**config.mk**
```make
export PLATFORM = sky130hd
export DESIGN_NAME = lpmc_top
export DESIGN_NICKNAME = d
export VERILOG_FILES = /design/src/hw/lpmc_pkg.sv /design/src/hw/lpmc_top.sv
export SDC_FILE = /design/constraint.sdc
export NUM_CORES = 1
export LEC_CHECK = 0
export BUFFER_PORTS_ARGS = -buffer_cell sky130_fd_sc_hd__buf_2
export CAP_MARGIN = 20
export CORE_MARGIN = 2
export CORE_UTILIZATION = 30
export DETAILED_ROUTE_END_ITERATION = 7
export PLACE_DENSITY = 0.56
export SLEW_MARGIN = 20
export SYNTH_ARGS = -nofsm -noshare
export SYNTH_HDL_FRONTEND = slang
export SYNTH_SLANG_ARGS = --single-unit
```
**constraint.sdc**
```tcl
create_clock -name clk_i -period 10.35 [get_ports clk_i]
set_clock_uncertainty 0.05 [all_clocks]
set_input_delay 0.5175 -clock clk_i [delete_from_list [all_inputs] [get_ports clk_i]]
set_output_delay 0.5175 -clock clk_i [all_outputs]
set_load 0.01 [all_outputs]
```
**src/hw/lpmc_pkg.sv**
```systemverilog
package lpmc_pkg;

  // operating modes of the application side and of the effective state
  typedef enum logic [2:0] {
    M_RUN      = 3'h0,
    M_SLEEP    = 3'h1,
    M_LPRUN    = 3'h2,
    M_LPSLEEP  = 3'h3,
    M_STOP0    = 3'h4,
    M_STOP1    = 3'h5,
    M_STANDBY  = 3'h6,
    M_SHUTDOWN = 3'h7
  } lpmc_mode_t;

  // system clock choice after a wakeup
  typedef enum logic [1:0] {
    CLK_MSI   = 2'h0,
    CLK_INTERNAL_HIGH_SPEED_RC = 2'h1,
    CLK_MSI4  = 2'h2
  } lpmc_clk_t;

  // wakeup and event sources, all one-cycle or level inputs
  typedef struct packed {
    logic ext_rst;
    logic independent_watchdog;
    logic rtc;
    logic lse_fail;
    logic periph;
    logic irq;
  } lpmc_wake_t;

  // clock figures in MHz, retained SRAM size in KB
  localparam int LPRUN_CPU_MHZ = 2;
  localparam int STOP_MSI_MAX_MHZ = 48;
  localparam int STANDBY_WAKE_MHZ = 16;
  localparam int SHUTDOWN_WAKE_MHZ = 4;
  localparam int RETAIN_SRAM_KB = 48;

  // register byte offsets
  localparam logic [7:0] CTRL_OFS = 8'h00;
  localparam logic [7:0] WAKE_OFS = 8'h04;
  localparam logic [7:0] IOCFG_OFS = 8'h08;
  localparam logic [7:0] STAT_OFS = 8'h0c;
  localparam logic [7:0] OPT_OFS = 8'h10;

  // control field positions
  localparam int C_MODE = 0;
  localparam int C_PVD_EN = 3;
  localparam int C_PVD_FALL_IE = 4;
  localparam int C_PVD_RISE_IE = 5;
  localparam int C_STEP_DOWN_CONVERTER_ON = 6;
  localparam int C_STEP_DOWN_CONVERTER_AUTO = 7;
  localparam int C_SRAM_RET = 8;
  localparam int C_STOP_HSI = 9;
  localparam int CTRL_W = 10;

  // status flag positions that clear on a written one
  localparam int S_PVD_FALL = 8;
  localparam int S_PVD_RISE = 9;

  localparam logic [CTRL_W-1:0] CTRL_RST = 10'h000;
  localparam logic [2:0] BOR_LVL_RST = 3'h0;

endpackage

```
**src/hw/lpmc_top.sv**
```systemverilog
`timescale 1ns/1ps
// What this block does
// main regulator feeds core in run, sleep and fast stop
// low-power regulator in low-power run/sleep, second stop, retained standby
// standby and shutdown: main regulator off, core unpowered; low-power regulator stays on only in retained standby
// low-power run: main regulator off, processor clock 2 MHz, radio off
// brown-out reset held while supply low, active except in shutdown
// brown-out threshold starts lowest, raised only by option setting
// enabled supply detector interrupts on falling, rising or both
// analog supply monitor reports analog supply within range
// enabled, converter forced to bypass below option-chosen level
// reset starts in run; low-power mode only on software choice
// sleep halts processor only; any interrupt wakes it
// low-power sleep only from low-power run, returns there, radio off
// stop modes retain memory and registers; first keeps main regulator
// wakeup peripherals may enable the fast RC in stop
// stop exit clock multispeed or fast RC; fast RC if radio used
// standby pins take software-chosen pull-up, pull-down or float
// standby clears registers; SRAM kept only with retention chosen
// standby left on reset pin, watchdog, pin edge, clock, crystal fail
// standby wakes on 16 MHz RC; refused while radio active
// shutdown: no brown-out; left on reset pin, pin edge, clock event
// shutdown wakes on 4 MHz multispeed oscillator
// effective state is the higher of processor and radio requests
// converter starts in bypass until software switches it on
// rank: run, first stop, second stop, standby, shutdown
// per wakeup pin polarity bit picks rising or falling edge
module lpmc_top #(
  parameter int N_WKP = 2,
  parameter int N_IO = 8
) (
  input wire logic clk_i,
  input wire logic rst_i,
  input wire logic wb_cyc_i,
  input wire logic wb_stb_i,
  input wire logic wb_we_i,
  input wire logic [7:0] wb_adr_i,
  input wire logic [3:0] wb_sel_i,
  input wire logic [31:0] wb_dat_i,
  output logic [31:0] wb_dat_o,
  output logic wb_ack_o,
  input wire lpmc_pkg::lpmc_mode_t radio_req_i,
  input wire logic radio_active_i,
  input wire lpmc_pkg::lpmc_wake_t wake_i,
  input wire logic [N_WKP-1:0] wakeup_pin_i,
  input wire logic vdd_below_bor_i,
  input wire logic vdd_below_pvd_i,
  input wire logic vdda_ok_i,
  input wire logic vdd_below_step_down_converter_lvl_i,
  input wire logic opt_valid_i,
  input wire logic [2:0] opt_bor_level_i,
  input wire logic [2:0] opt_step_down_converter_level_i,
  input wire logic periph_hsi_req_i,
  output logic main_core_regulator_en_o,
  output logic low_power_core_regulator_en_o,
  output logic core_logic_supply_on_o,
  output logic brown_out_detector_en_o,
  output logic brown_out_reset_o,
  output logic [2:0] bor_level_o,
  output logic [2:0] step_down_converter_bypass_level_o,
  output logic step_down_converter_bypass_o,
  output logic pvd_irq_o,
  output logic pvm_ok_o,
  output logic cpu_halt_o,
  output logic cpu_clk_2mhz_limit_o,
  output logic radio_en_o,
  output logic hsi_enable_o,
  output logic retain_o,
  output logic sram_retain_o,
  output lpmc_pkg::lpmc_mode_t eff_mode_o,
  output lpmc_pkg::lpmc_clk_t sysclk_sel_o,
  output logic [2*N_IO-1:0] io_pull_o
);

  ////////////////////////////////////////////////////////////////////////
  // state
  typedef struct packed {
    logic [31:0] dat;
    logic ack;
    lpmc_pkg::lpmc_mode_t mode;
    lpmc_pkg::lpmc_mode_t eff;
    logic [lpmc_pkg::CTRL_W-1:0] ctrl;
    logic [N_WKP-1:0] pol;
    logic [N_WKP-1:0] pin_prev;
    logic [2*N_IO-1:0] iocfg;
    logic [2:0] bor_lvl;
    logic [2:0] step_down_converter_lvl;
    logic pvd_prev;
    logic pvd_fall;
    logic pvd_rise;
    logic woke_stby;
    logic woke_shdn;
    lpmc_pkg::lpmc_clk_t clk;
    logic main_en;
    logic lp_en;
    logic core_on;
    logic bor_en;
    logic bor_rst;
    logic bypass;
    logic irq;
    logic analog_supply_monitor;
    logic halt;
    logic lim;
    logic radio;
    logic hsi;
    logic ret;
    logic sram;
    logic [2*N_IO-1:0] io;
  } lpmc_state_t;

  lpmc_state_t s_reg;
  lpmc_state_t s_next;

  // rank of a mode, higher keeps more of the chip alive
  function automatic logic [2:0] rank(input lpmc_pkg::lpmc_mode_t m);
    case (m)
      lpmc_pkg::M_STOP0: rank = 3'h3;
      lpmc_pkg::M_STOP1: rank = 3'h2;
      lpmc_pkg::M_STANDBY: rank = 3'h1;
      lpmc_pkg::M_SHUTDOWN: rank = 3'h0;
      default: rank = 3'h4;
    endcase
  endfunction

  ////////////////////////////////////////////////////////////////////////
  // next-state logic
  logic req;
  logic wr;
  logic [N_WKP-1:0] pin_edge;
  logic pin_wake;
  logic stop_wake;
  logic stby_wake;
  logic shdn_wake;
  logic mode_ok;
  lpmc_pkg::lpmc_mode_t wmode;
  lpmc_pkg::lpmc_mode_t eff;

  always_comb begin
    s_next = s_reg;
    req = wb_cyc_i & wb_stb_i;
    // write takes effect on the edge where ack is seen high
    wr = req & wb_we_i & s_reg.ack & wb_sel_i[0];
    wmode = lpmc_pkg::lpmc_mode_t'(wb_dat_i[lpmc_pkg::C_MODE +: 3]);

    // bus ack pulse and read data
    s_next.ack = req & ~s_reg.ack;
    s_next.dat = 32'h0000_0000;
    if (req & ~s_reg.ack & ~wb_we_i) begin
      case (wb_adr_i)
        lpmc_pkg::CTRL_OFS: s_next.dat = 32'(s_reg.ctrl);
        lpmc_pkg::WAKE_OFS: s_next.dat = 32'(s_reg.pol);
        lpmc_pkg::IOCFG_OFS: s_next.dat = 32'(s_reg.iocfg);
        lpmc_pkg::STAT_OFS: s_next.dat = {18'h0_0000, s_reg.woke_shdn,
          s_reg.woke_stby, s_reg.bor_rst, s_reg.bypass, s_reg.pvd_rise,
          s_reg.pvd_fall, s_reg.analog_supply_monitor, s_reg.pvd_prev, s_reg.eff,
          s_reg.mode};
        lpmc_pkg::OPT_OFS: s_next.dat = {26'h000_0000, s_reg.step_down_converter_lvl,
          s_reg.bor_lvl};
        default: s_next.dat = 32'h0000_0000;
      endcase
    end

    // edge of chosen polarity
    s_next.pin_prev = wakeup_pin_i;
    pin_edge = (wakeup_pin_i & ~s_reg.pin_prev & ~s_reg.pol) |
               (~wakeup_pin_i & s_reg.pin_prev & s_reg.pol);
    pin_wake = |pin_edge;
    stop_wake = wake_i.periph | wake_i.rtc | wake_i.irq | pin_wake;
    // standby exit sources
    stby_wake = wake_i.ext_rst | wake_i.independent_watchdog | pin_wake | wake_i.rtc |
                wake_i.lse_fail;
    // shutdown exit sources
    shdn_wake = wake_i.ext_rst | pin_wake | wake_i.rtc;

    // register writes
    if (wr & (wb_adr_i == lpmc_pkg::CTRL_OFS)) begin
      // low-power sleep only from low-power run
      case (wmode)
        lpmc_pkg::M_LPSLEEP: mode_ok = (s_reg.mode == lpmc_pkg::M_LPRUN);
        // no standby or shutdown while radio busy
        lpmc_pkg::M_STANDBY: mode_ok = ~radio_active_i;
        lpmc_pkg::M_SHUTDOWN: mode_ok = ~radio_active_i;
        default: mode_ok = 1'b1;
      endcase
      s_next.ctrl[lpmc_pkg::CTRL_W-1:3] = wb_dat_i[lpmc_pkg::CTRL_W-1:3];
      // low-power mode entered only by software
      if (mode_ok) begin
        s_next.mode = wmode;
        s_next.ctrl[2:0] = wb_dat_i[2:0];
      end
    end else begin
      mode_ok = 1'b0;
    end
    if (wr & (wb_adr_i == lpmc_pkg::WAKE_OFS)) begin
      s_next.pol = wb_dat_i[N_WKP-1:0];
    end
    if (wr & (wb_adr_i == lpmc_pkg::IOCFG_OFS)) begin
      s_next.iocfg = wb_dat_i[2*N_IO-1:0];
    end

    // sticky detector flags, set wins over clear
    if (wr & (wb_adr_i == lpmc_pkg::STAT_OFS)) begin
      if (wb_dat_i[lpmc_pkg::S_PVD_FALL]) begin
        s_next.pvd_fall = 1'b0;
      end
      if (wb_dat_i[lpmc_pkg::S_PVD_RISE]) begin
        s_next.pvd_rise = 1'b0;
      end
    end
    s_next.pvd_prev = vdd_below_pvd_i;
    if (s_reg.ctrl[lpmc_pkg::C_PVD_EN]) begin
      if (vdd_below_pvd_i & ~s_reg.pvd_prev) begin
        s_next.pvd_fall = 1'b1;
      end
      if (~vdd_below_pvd_i & s_reg.pvd_prev) begin
        s_next.pvd_rise = 1'b1;
      end
    end
    s_next.irq = (s_next.pvd_fall & s_next.ctrl[lpmc_pkg::C_PVD_FALL_IE]) |
                 (s_next.pvd_rise & s_next.ctrl[lpmc_pkg::C_PVD_RISE_IE]);

    // thresholds move only from the option load
    if (opt_valid_i) begin
      s_next.bor_lvl = opt_bor_level_i;
      s_next.step_down_converter_lvl = opt_step_down_converter_level_i;
    end

    // wakeup handling per mode
    if (!mode_ok) begin
      case (s_reg.mode)
        // any interrupt wakes the processor
        lpmc_pkg::M_SLEEP: begin
          if (wake_i.irq) begin
            s_next.mode = lpmc_pkg::M_RUN;
          end
        end
        // back to low-power run
        lpmc_pkg::M_LPSLEEP: begin
          if (wake_i.irq) begin
            s_next.mode = lpmc_pkg::M_LPRUN;
          end
        end
        lpmc_pkg::M_STOP0, lpmc_pkg::M_STOP1: begin
          if (stop_wake) begin
            s_next.mode = lpmc_pkg::M_RUN;
            // radio in use forces fast RC
            s_next.clk = (s_reg.ctrl[lpmc_pkg::C_STOP_HSI] | radio_active_i)
                         ? lpmc_pkg::CLK_INTERNAL_HIGH_SPEED_RC : lpmc_pkg::CLK_MSI;
          end
        end
        lpmc_pkg::M_STANDBY: begin
          if (stby_wake) begin
            s_next.mode = lpmc_pkg::M_RUN;
            // wake on 16 MHz RC
            s_next.clk = lpmc_pkg::CLK_INTERNAL_HIGH_SPEED_RC;
            // core registers lost; pin setup survives
            s_next.ctrl = lpmc_pkg::CTRL_RST;
            s_next.woke_stby = 1'b1;
          end
        end
        lpmc_pkg::M_SHUTDOWN: begin
          if (shdn_wake) begin
            s_next.mode = lpmc_pkg::M_RUN;
            // wake on 4 MHz multispeed
            s_next.clk = lpmc_pkg::CLK_MSI4;
            s_next.ctrl = lpmc_pkg::CTRL_RST;
            s_next.woke_shdn = 1'b1;
          end
        end
        default: begin
        end
      endcase
    end
    if (mode_ok) begin
      s_next.woke_stby = 1'b0;
      s_next.woke_shdn = 1'b0;
    end

    // effective state is the higher ranked request
    if ((s_next.mode == lpmc_pkg::M_LPRUN) |
        (s_next.mode == lpmc_pkg::M_LPSLEEP) |
        (rank(s_next.mode) >= rank(radio_req_i))) begin
      eff = s_next.mode;
    end else begin
      eff = radio_req_i;
    end
    s_next.eff = eff;

    // main regulator
    s_next.main_en = (eff == lpmc_pkg::M_RUN) | (eff == lpmc_pkg::M_SLEEP) |
                     (eff == lpmc_pkg::M_STOP0);
    // low-power regulator, incl. retained standby
    s_next.lp_en = (eff == lpmc_pkg::M_LPRUN) |
                   (eff == lpmc_pkg::M_LPSLEEP) |
                   (eff == lpmc_pkg::M_STOP1) |
                   ((eff == lpmc_pkg::M_STANDBY) &
                    s_next.ctrl[lpmc_pkg::C_SRAM_RET]);
    // core unpowered in standby and shutdown
    s_next.core_on = (eff != lpmc_pkg::M_STANDBY) &
                     (eff != lpmc_pkg::M_SHUTDOWN);
    // SRAM kept only with retention chosen
    s_next.sram = s_next.core_on | ((eff == lpmc_pkg::M_STANDBY) &
                  s_next.ctrl[lpmc_pkg::C_SRAM_RET]);
    // stop modes retain contents
    s_next.ret = (eff == lpmc_pkg::M_STOP0) | (eff == lpmc_pkg::M_STOP1);
    // wakeup peripherals may run the fast RC
    s_next.hsi = s_next.ret & periph_hsi_req_i;

    // brown-out off only in shutdown
    s_next.bor_en = (eff != lpmc_pkg::M_SHUTDOWN);
    s_next.bor_rst = s_next.bor_en & vdd_below_bor_i;

    // bypass until software turns converter on
    // forced bypass below option level
    s_next.bypass = ~s_next.ctrl[lpmc_pkg::C_STEP_DOWN_CONVERTER_ON] |
                    (s_next.ctrl[lpmc_pkg::C_STEP_DOWN_CONVERTER_AUTO] &
                     vdd_below_step_down_converter_lvl_i);

    // analog supply monitor
    s_next.analog_supply_monitor = vdda_ok_i;

    // processor halted outside running modes
    s_next.halt = (s_next.mode != lpmc_pkg::M_RUN) &
                  (s_next.mode != lpmc_pkg::M_LPRUN);
    // low-power run: 2 MHz limit, radio off
    s_next.lim = (eff == lpmc_pkg::M_LPRUN) | (eff == lpmc_pkg::M_LPSLEEP);
    s_next.radio = s_next.core_on & ~s_next.lim;

    // standby pin pulls
    s_next.io = (eff == lpmc_pkg::M_STANDBY) ? s_next.iocfg
                : {2*N_IO{1'b0}};
  end

  ////////////////////////////////////////////////////////////////////////
  // state register
  always_ff @(posedge clk_i) begin
    if (rst_i) begin
      s_reg <= '0;
      // run after reset
      s_reg.mode <= lpmc_pkg::M_RUN;
      s_reg.eff <= lpmc_pkg::M_RUN;
      s_reg.ctrl <= lpmc_pkg::CTRL_RST;
      // lowest threshold at power-on
      s_reg.bor_lvl <= lpmc_pkg::BOR_LVL_RST;
      s_reg.clk <= lpmc_pkg::CLK_MSI;
      s_reg.main_en <= 1'b1;
      s_reg.core_on <= 1'b1;
      s_reg.bor_en <= 1'b1;
      s_reg.bypass <= 1'b1;
      s_reg.radio <= 1'b1;
      s_reg.sram <= 1'b1;
    end else begin
      s_reg <= s_next;
    end
  end

  ////////////////////////////////////////////////////////////////////////
  // outputs straight from the state register
  assign wb_dat_o = s_reg.dat;
  assign wb_ack_o = s_reg.ack;
  assign main_core_regulator_en_o = s_reg.main_en;
  assign low_power_core_regulator_en_o = s_reg.lp_en;
  assign core_logic_supply_on_o = s_reg.core_on;
  assign brown_out_detector_en_o = s_reg.bor_en;
  assign brown_out_reset_o = s_reg.bor_rst;
  assign bor_level_o = s_reg.bor_lvl;
  assign step_down_converter_bypass_level_o = s_reg.step_down_converter_lvl;
  assign step_down_converter_bypass_o = s_reg.bypass;
  assign pvd_irq_o = s_reg.irq;
  assign pvm_ok_o = s_reg.analog_supply_monitor;
  assign cpu_halt_o = s_reg.halt;
  assign cpu_clk_2mhz_limit_o = s_reg.lim;
  assign radio_en_o = s_reg.radio;
  assign hsi_enable_o = s_reg.hsi;
  assign retain_o = s_reg.ret;
  assign sram_retain_o = s_reg.sram;
  assign eff_mode_o = s_reg.eff;
  assign sysclk_sel_o = s_reg.clk;
  assign io_pull_o = s_reg.io;

endmodule // lpmc_top

```
* After elaboration in Yosys (flattened, before gate mapping)
Cells that the tools add are included.
** Storage, ports and cells
- Register bits :: 112
- Input port bits :: 73
- Output and inout port bits :: 74
- Logic and storage cells :: 175
** Operators by class
- Magnitude comparators :: 1
- Equal/unequal tests :: 36
- Multiplexer cells :: 34
- Bitwise gates (word level) :: 60
- Reductions and logical operators :: 13
** Operators with widths (number)
- $pmux 16 s5 :: 1
- $eq 3x3->1 const B :: 17
- $mux 10 :: 4
- $mux 3 :: 10
- $pmux 3 s4 :: 2
- $and 1x1->1 :: 21
- $eq 3x2->1 const B :: 7
- $or 1x1->1 :: 21
- $pmux 10 s2 :: 1
- $eq 8x4->1 const B :: 2
- $mux 16 :: 1
- $pmux 3 s5 :: 1
- $reduce_or 2->1 :: 6
- $mux 2 :: 5
- $not 1->1 :: 10
- $and 2x2->2 :: 4
- $eq 8x3->1 const B :: 1
- $eq 8x5->1 const B :: 1
- $logic_not 8->1 :: 1
- $mux 1 :: 7
- $eq 3x1->1 const B :: 2
- $ne 2x2->1 const B :: 3
- $ne 3x3->1 const B :: 2
- $not 2->2 :: 3
- 9 further kinds :: 11

* Depth between registers and ports, before layout
- Depth after elaboration :: 20
- Gate-level depth with buffers :: 18
- Depth with buffers taken out :: 15

* Least setup slack after synthesis
Ideal clock, no wire load.
- Path type :: input to register
- Start point :: input port wb_adr_i[0]
- End point :: register s_reg, in the netlist io_pull_o[10]
- Setup time :: 0.074 ns
- Arrival time :: 3.887 ns
- Required time :: 10.226 ns
- Slack :: 6.339 ns
- Cell stages on the path :: 18
- Buffers on the path :: 3
- Path through :: or4_4 > nor4b_4 > buf_6 > and2_4 > buf_6 > a21oi_1 > nand3b_4 > nand2_1 > ha_1 > nand2b_1 > a21oi_1 > nor2b_1 > nor2_1 > nand2_1 > nor3_1 > a2bb2oi_4 > buf_6 > nor3_2
** Between the ends
- Cells in the longest elaborated chain, start to end :: 14
- Elaborated cells between the ends (all ways) :: 28
- Those cells by class :: order compare: 1; eq/ne: 8; mux: 12; bitwise: 5; reduce/logical: 2
** Ends and longest elaborated chain
- from (decl) :: RTL line lpmc_top.sv:37 : input wire logic [7:0] wb_adr_i,
- $logic_not 8->1 :: RTL line lpmc_top.sv:176 : if (wr & (wb_adr_i == lpmc_pkg::CTRL_OFS)) begin
- $and 1x1->1 :: RTL line lpmc_top.sv:176
- $mux 3 :: RTL line lpmc_top.sv:176
- $mux 3 (on tied branches)
- $pmux 3 s5 :: RTL line lpmc_top.sv:230 : case (s_reg.mode)
- $mux 3 :: RTL line lpmc_top.sv:229 : if (!mode_ok) begin
- $eq 3x3->1 :: RTL line lpmc_top.sv:116 : case (m)
- $pmux 3 s4 :: RTL line lpmc_top.sv:116
- $ge 3x3->1 :: RTL line lpmc_top.sv:282 : (rank(s_next.mode) >= rank(radio_req_i))) begin
- $or 1x1->1 :: RTL line lpmc_top.sv:281 : (s_next.mode == lpmc_pkg::M_LPSLEEP) |
- $mux 3 :: RTL line lpmc_top.sv:280 : if ((s_next.mode == lpmc_pkg::M_LPRUN) |
- $eq 3x3->1 :: RTL line lpmc_top.sv:330 : s_next.io = (eff == lpmc_pkg::M_STANDBY) ? s_next.iocfg
- $not 1->1 (no line)
- $reduce_or 2->1 (no line)
- to (signal assigned) :: RTL line lpmc_top.sv:353 : s_reg <= s_next;
- to (decl) :: RTL line lpmc_top.sv:111 : lpmc_state_t s_reg;
Several ways; a longest one is shown, not always the timed one.
A chain may end at the register's enable or synchronous reset.

* Final worst setup path
- Start point :: input port wb_adr_i[0]
- End point :: register s_reg, in the netlist io_pull_o[4]
Same word-level chain as after synthesis.

==> impl_metrics.ini <==
[placed_design]
dpl.cell_count = 694
post-dp-hpwl_um = 8400
io_buffers = 111
place.gp.congestion = 0.805

[cts]
cts_hold_buf = 0
cts.sinks = 96
cts_setup_buffers = 0
clk_pin_slew_worst_paths_ns = 0.07
root_buffer = clkbuf_16
cts_resized = 0
ctsLongestPathBuffers = 2
cts_tree = yes
cts_max_level = 3
cts_buffers = 9
clk_latency_ns = 0.35

[power_and_ir_drop]
power_density_nw_per_um2 = 153
leakage_nw = 2.16
ir_drop_v = 0.0000737

[worst_setup_path]
worstPathRequired_ns = 10.56
crit_type = in -> reg
start_kind = input pin
rr_endpoint = io_pull_o[4]
r2r_start = wb_ack_o
r2r_cells = 14
crit_path_max_fanout = 17
cp-end-kind = flip-flop
critical_path_arrival_ns = 4.70
reg2reg_slack_ns = 6.14

[yosys]
ys.warnings.count = 0
synth.cell_area_um2 = 4420
syn_inst = 464
ys_seq_area_share_pct = 43.5
yosysUniqueCellTypes = 71
synthTopCellsByArea = dfxtp_1 44%, buf_4 10%, mux2i_1 7.5%
ys_ff_latch = 96
synth_edf_count = 0
synthArstFlopShare_pct = 0
syn_avg_cell_area_um2 = 9.52
synth_top_area_share_pct = 43.5
ys.flop_type = dfxtp_1
yosysTopAreaCell = dfxtp_1

[grt]
grt_pass1_vias = 3390
grt_pass1_wl_um = 17700
antenna_found_initial = 0
grt_overflow = 0
track_usage_pct = 14.3
grt_max_degree = 69

[timing]
grt_setup_unrepaired = no
finalSetupViolations = 0
tns_ns = 0
relSlewSlack_pct = 31.9
slew_viol_final = 0
hold_viol = 0
tightest_slew_ns = 1.02
min_period_ns = 4.50
fin_crit_sh_pct = 43.4
holdWs_ns = 0.316
fmax_ghz = 0.222

[floorplanning]
die_w_um = 125
boundaryPins = 147
die_h_um = 125
rows = 44
core_area_um2 = 14500
start_util_pct = 30.5
die-area_um2 = 15700

[final_layout]
largest_register_ff_count = 38
area.growth.synth_to_final_pct = 13.7
drive_above_1_share_pct = 30.8
final-instance-count-excl-fill = 710
finalNetCount = 597
layout_common_cells = 111 x buf_2, 96 x dfxtp_1, 65 x nor2_1, 33 x nand2_1, 33 x mux2i_1
diodes = 0
fillers = 1474
final_common_cell = buf_2

[drt]
route.detailed.wl_per_inst_um = 15.6
wirelength_um = 11100
drt_iter0_markers = 229
final_antenna_net_count = 0
drc_errors = 0
num_vias = 3372
drt-pass1-iter-count = 5
viasPerCell = 4.75

[outcome]
status = finished, final reports clean

[run]
maxCapViolations = 0

[min_path]
whs_path_depth = 2
min_path_type = in -> reg
hold_start = periph_hsi_req_i
min_to = hsi_enable_o
-- cells in the mapped netlist, drive strengths merged, types with 6 or more instances --
cell type   n
dfxtp      96
a31oi       6
a21oi      18
o21ai       6
buf        65
nor2b       6
mux2i      33
nor2       65
nand2      36
nor3       24
clkbuf     16
nand3       8
inv        10
a22oi       6
-- critical path, stage by stage --
cell and delay (ns):
buf_2 0.10, or4_4 0.56, nor4b_4 0.60, and3_1 0.47
o41ai_4 0.17, nand2_1 0.16, ha_1 0.24, nand2b_1 0.14
a21oi_1 0.14, nor2b_1 0.10, nor2_1 0.47, nand2_1 0.21
nor3_1 0.31, a2bb2oi_4 0.25, nor3_1 0.25
-- metrics by stage --
stage / total power [mW] / utilization, % / area [µm²] / setup WS, ns
CTS: 0.780 / 34.7 / 5020 / 5.82
global placement: 0.430 / 32.5 / 4700 / 5.56
detailed placement: 0.432 / 32.5 / 4700 / 5.45
floorplan: 0.417 / - / 4470 / 6.34
finish: 0.770 / 34.7 / 5020 / 5.85
global route: 0.799 / 34.7 / 5020 / 5.43
-- cells by family after synthesis --
| logic type | count (synthesis) | synth area share, % |
|---|---|---|
| fa+ha+maj | 3 | 0.850 |
| mux | 36 | 8.84 |
| simple gates | 171 | 20.4 |
| other cells | 1 | 0.0849 |
| buf+inv | 91 | 13.6 |
| compound gates | 66 | 12.7 |
| flops | 96 | 43.5 |
-- layout make-up --
type	count	area (µm²)	share of cell area, %
clock buffer	9	225	4.49
clock inverter	7	91.3	1.82
inverter	10	37.5	0.748
multi-input combinational	292	1950	38.9
sequential	96	1920	38.3
tap	184	230	4.59
timing repair buffer	112	563	11.2
-- worst max path at each step --
stage / from / endpoint / slack [ns] / cells after the start
after global placement: wb_adr_i[0] / sram_retain_o / 5.56 / 15
final: wb_adr_i[0] / io_pull_o[4] / 5.85 / 15
after detailed placement: wb_adr_i[0] / io_pull_o[4] / 5.45 / 15
after global routing: wb_adr_i[0] / io_pull_o[4] / 5.43 / 16
after CTS: wb_adr_i[0] / io_pull_o[4] / 5.82 / 15
after floorplan: wb_adr_i[0] / io_pull_o[10] / 6.34 / 18
-- report_power, final --
part | internal, mW | leakage [nW] | switching [mW] | total (mW)
Combinational | 0.0178 | 1.23 | 0.0292 | 0.0470
Clock | 0.193 | 0.151 | 0.155 | 0.348
Sequential | 0.373 | 0.777 | 0.00257 | 0.376
-- routing by layer --
| metal | up-vias | routed length, µm | GRT usage [%] |
|---|---|---|---|
| li1 | 1653 | - | - |
| met1 | 1618 | 4730 | 16.3 |
| met2 | 82 | 5590 | 25.2 |
| met3 | 19 | 506 | 3.59 |
| met4 | 0 | 279 | 6.67 |
| met5 | - | 0 | 0 |
Power figures use the tool's default switching activity.
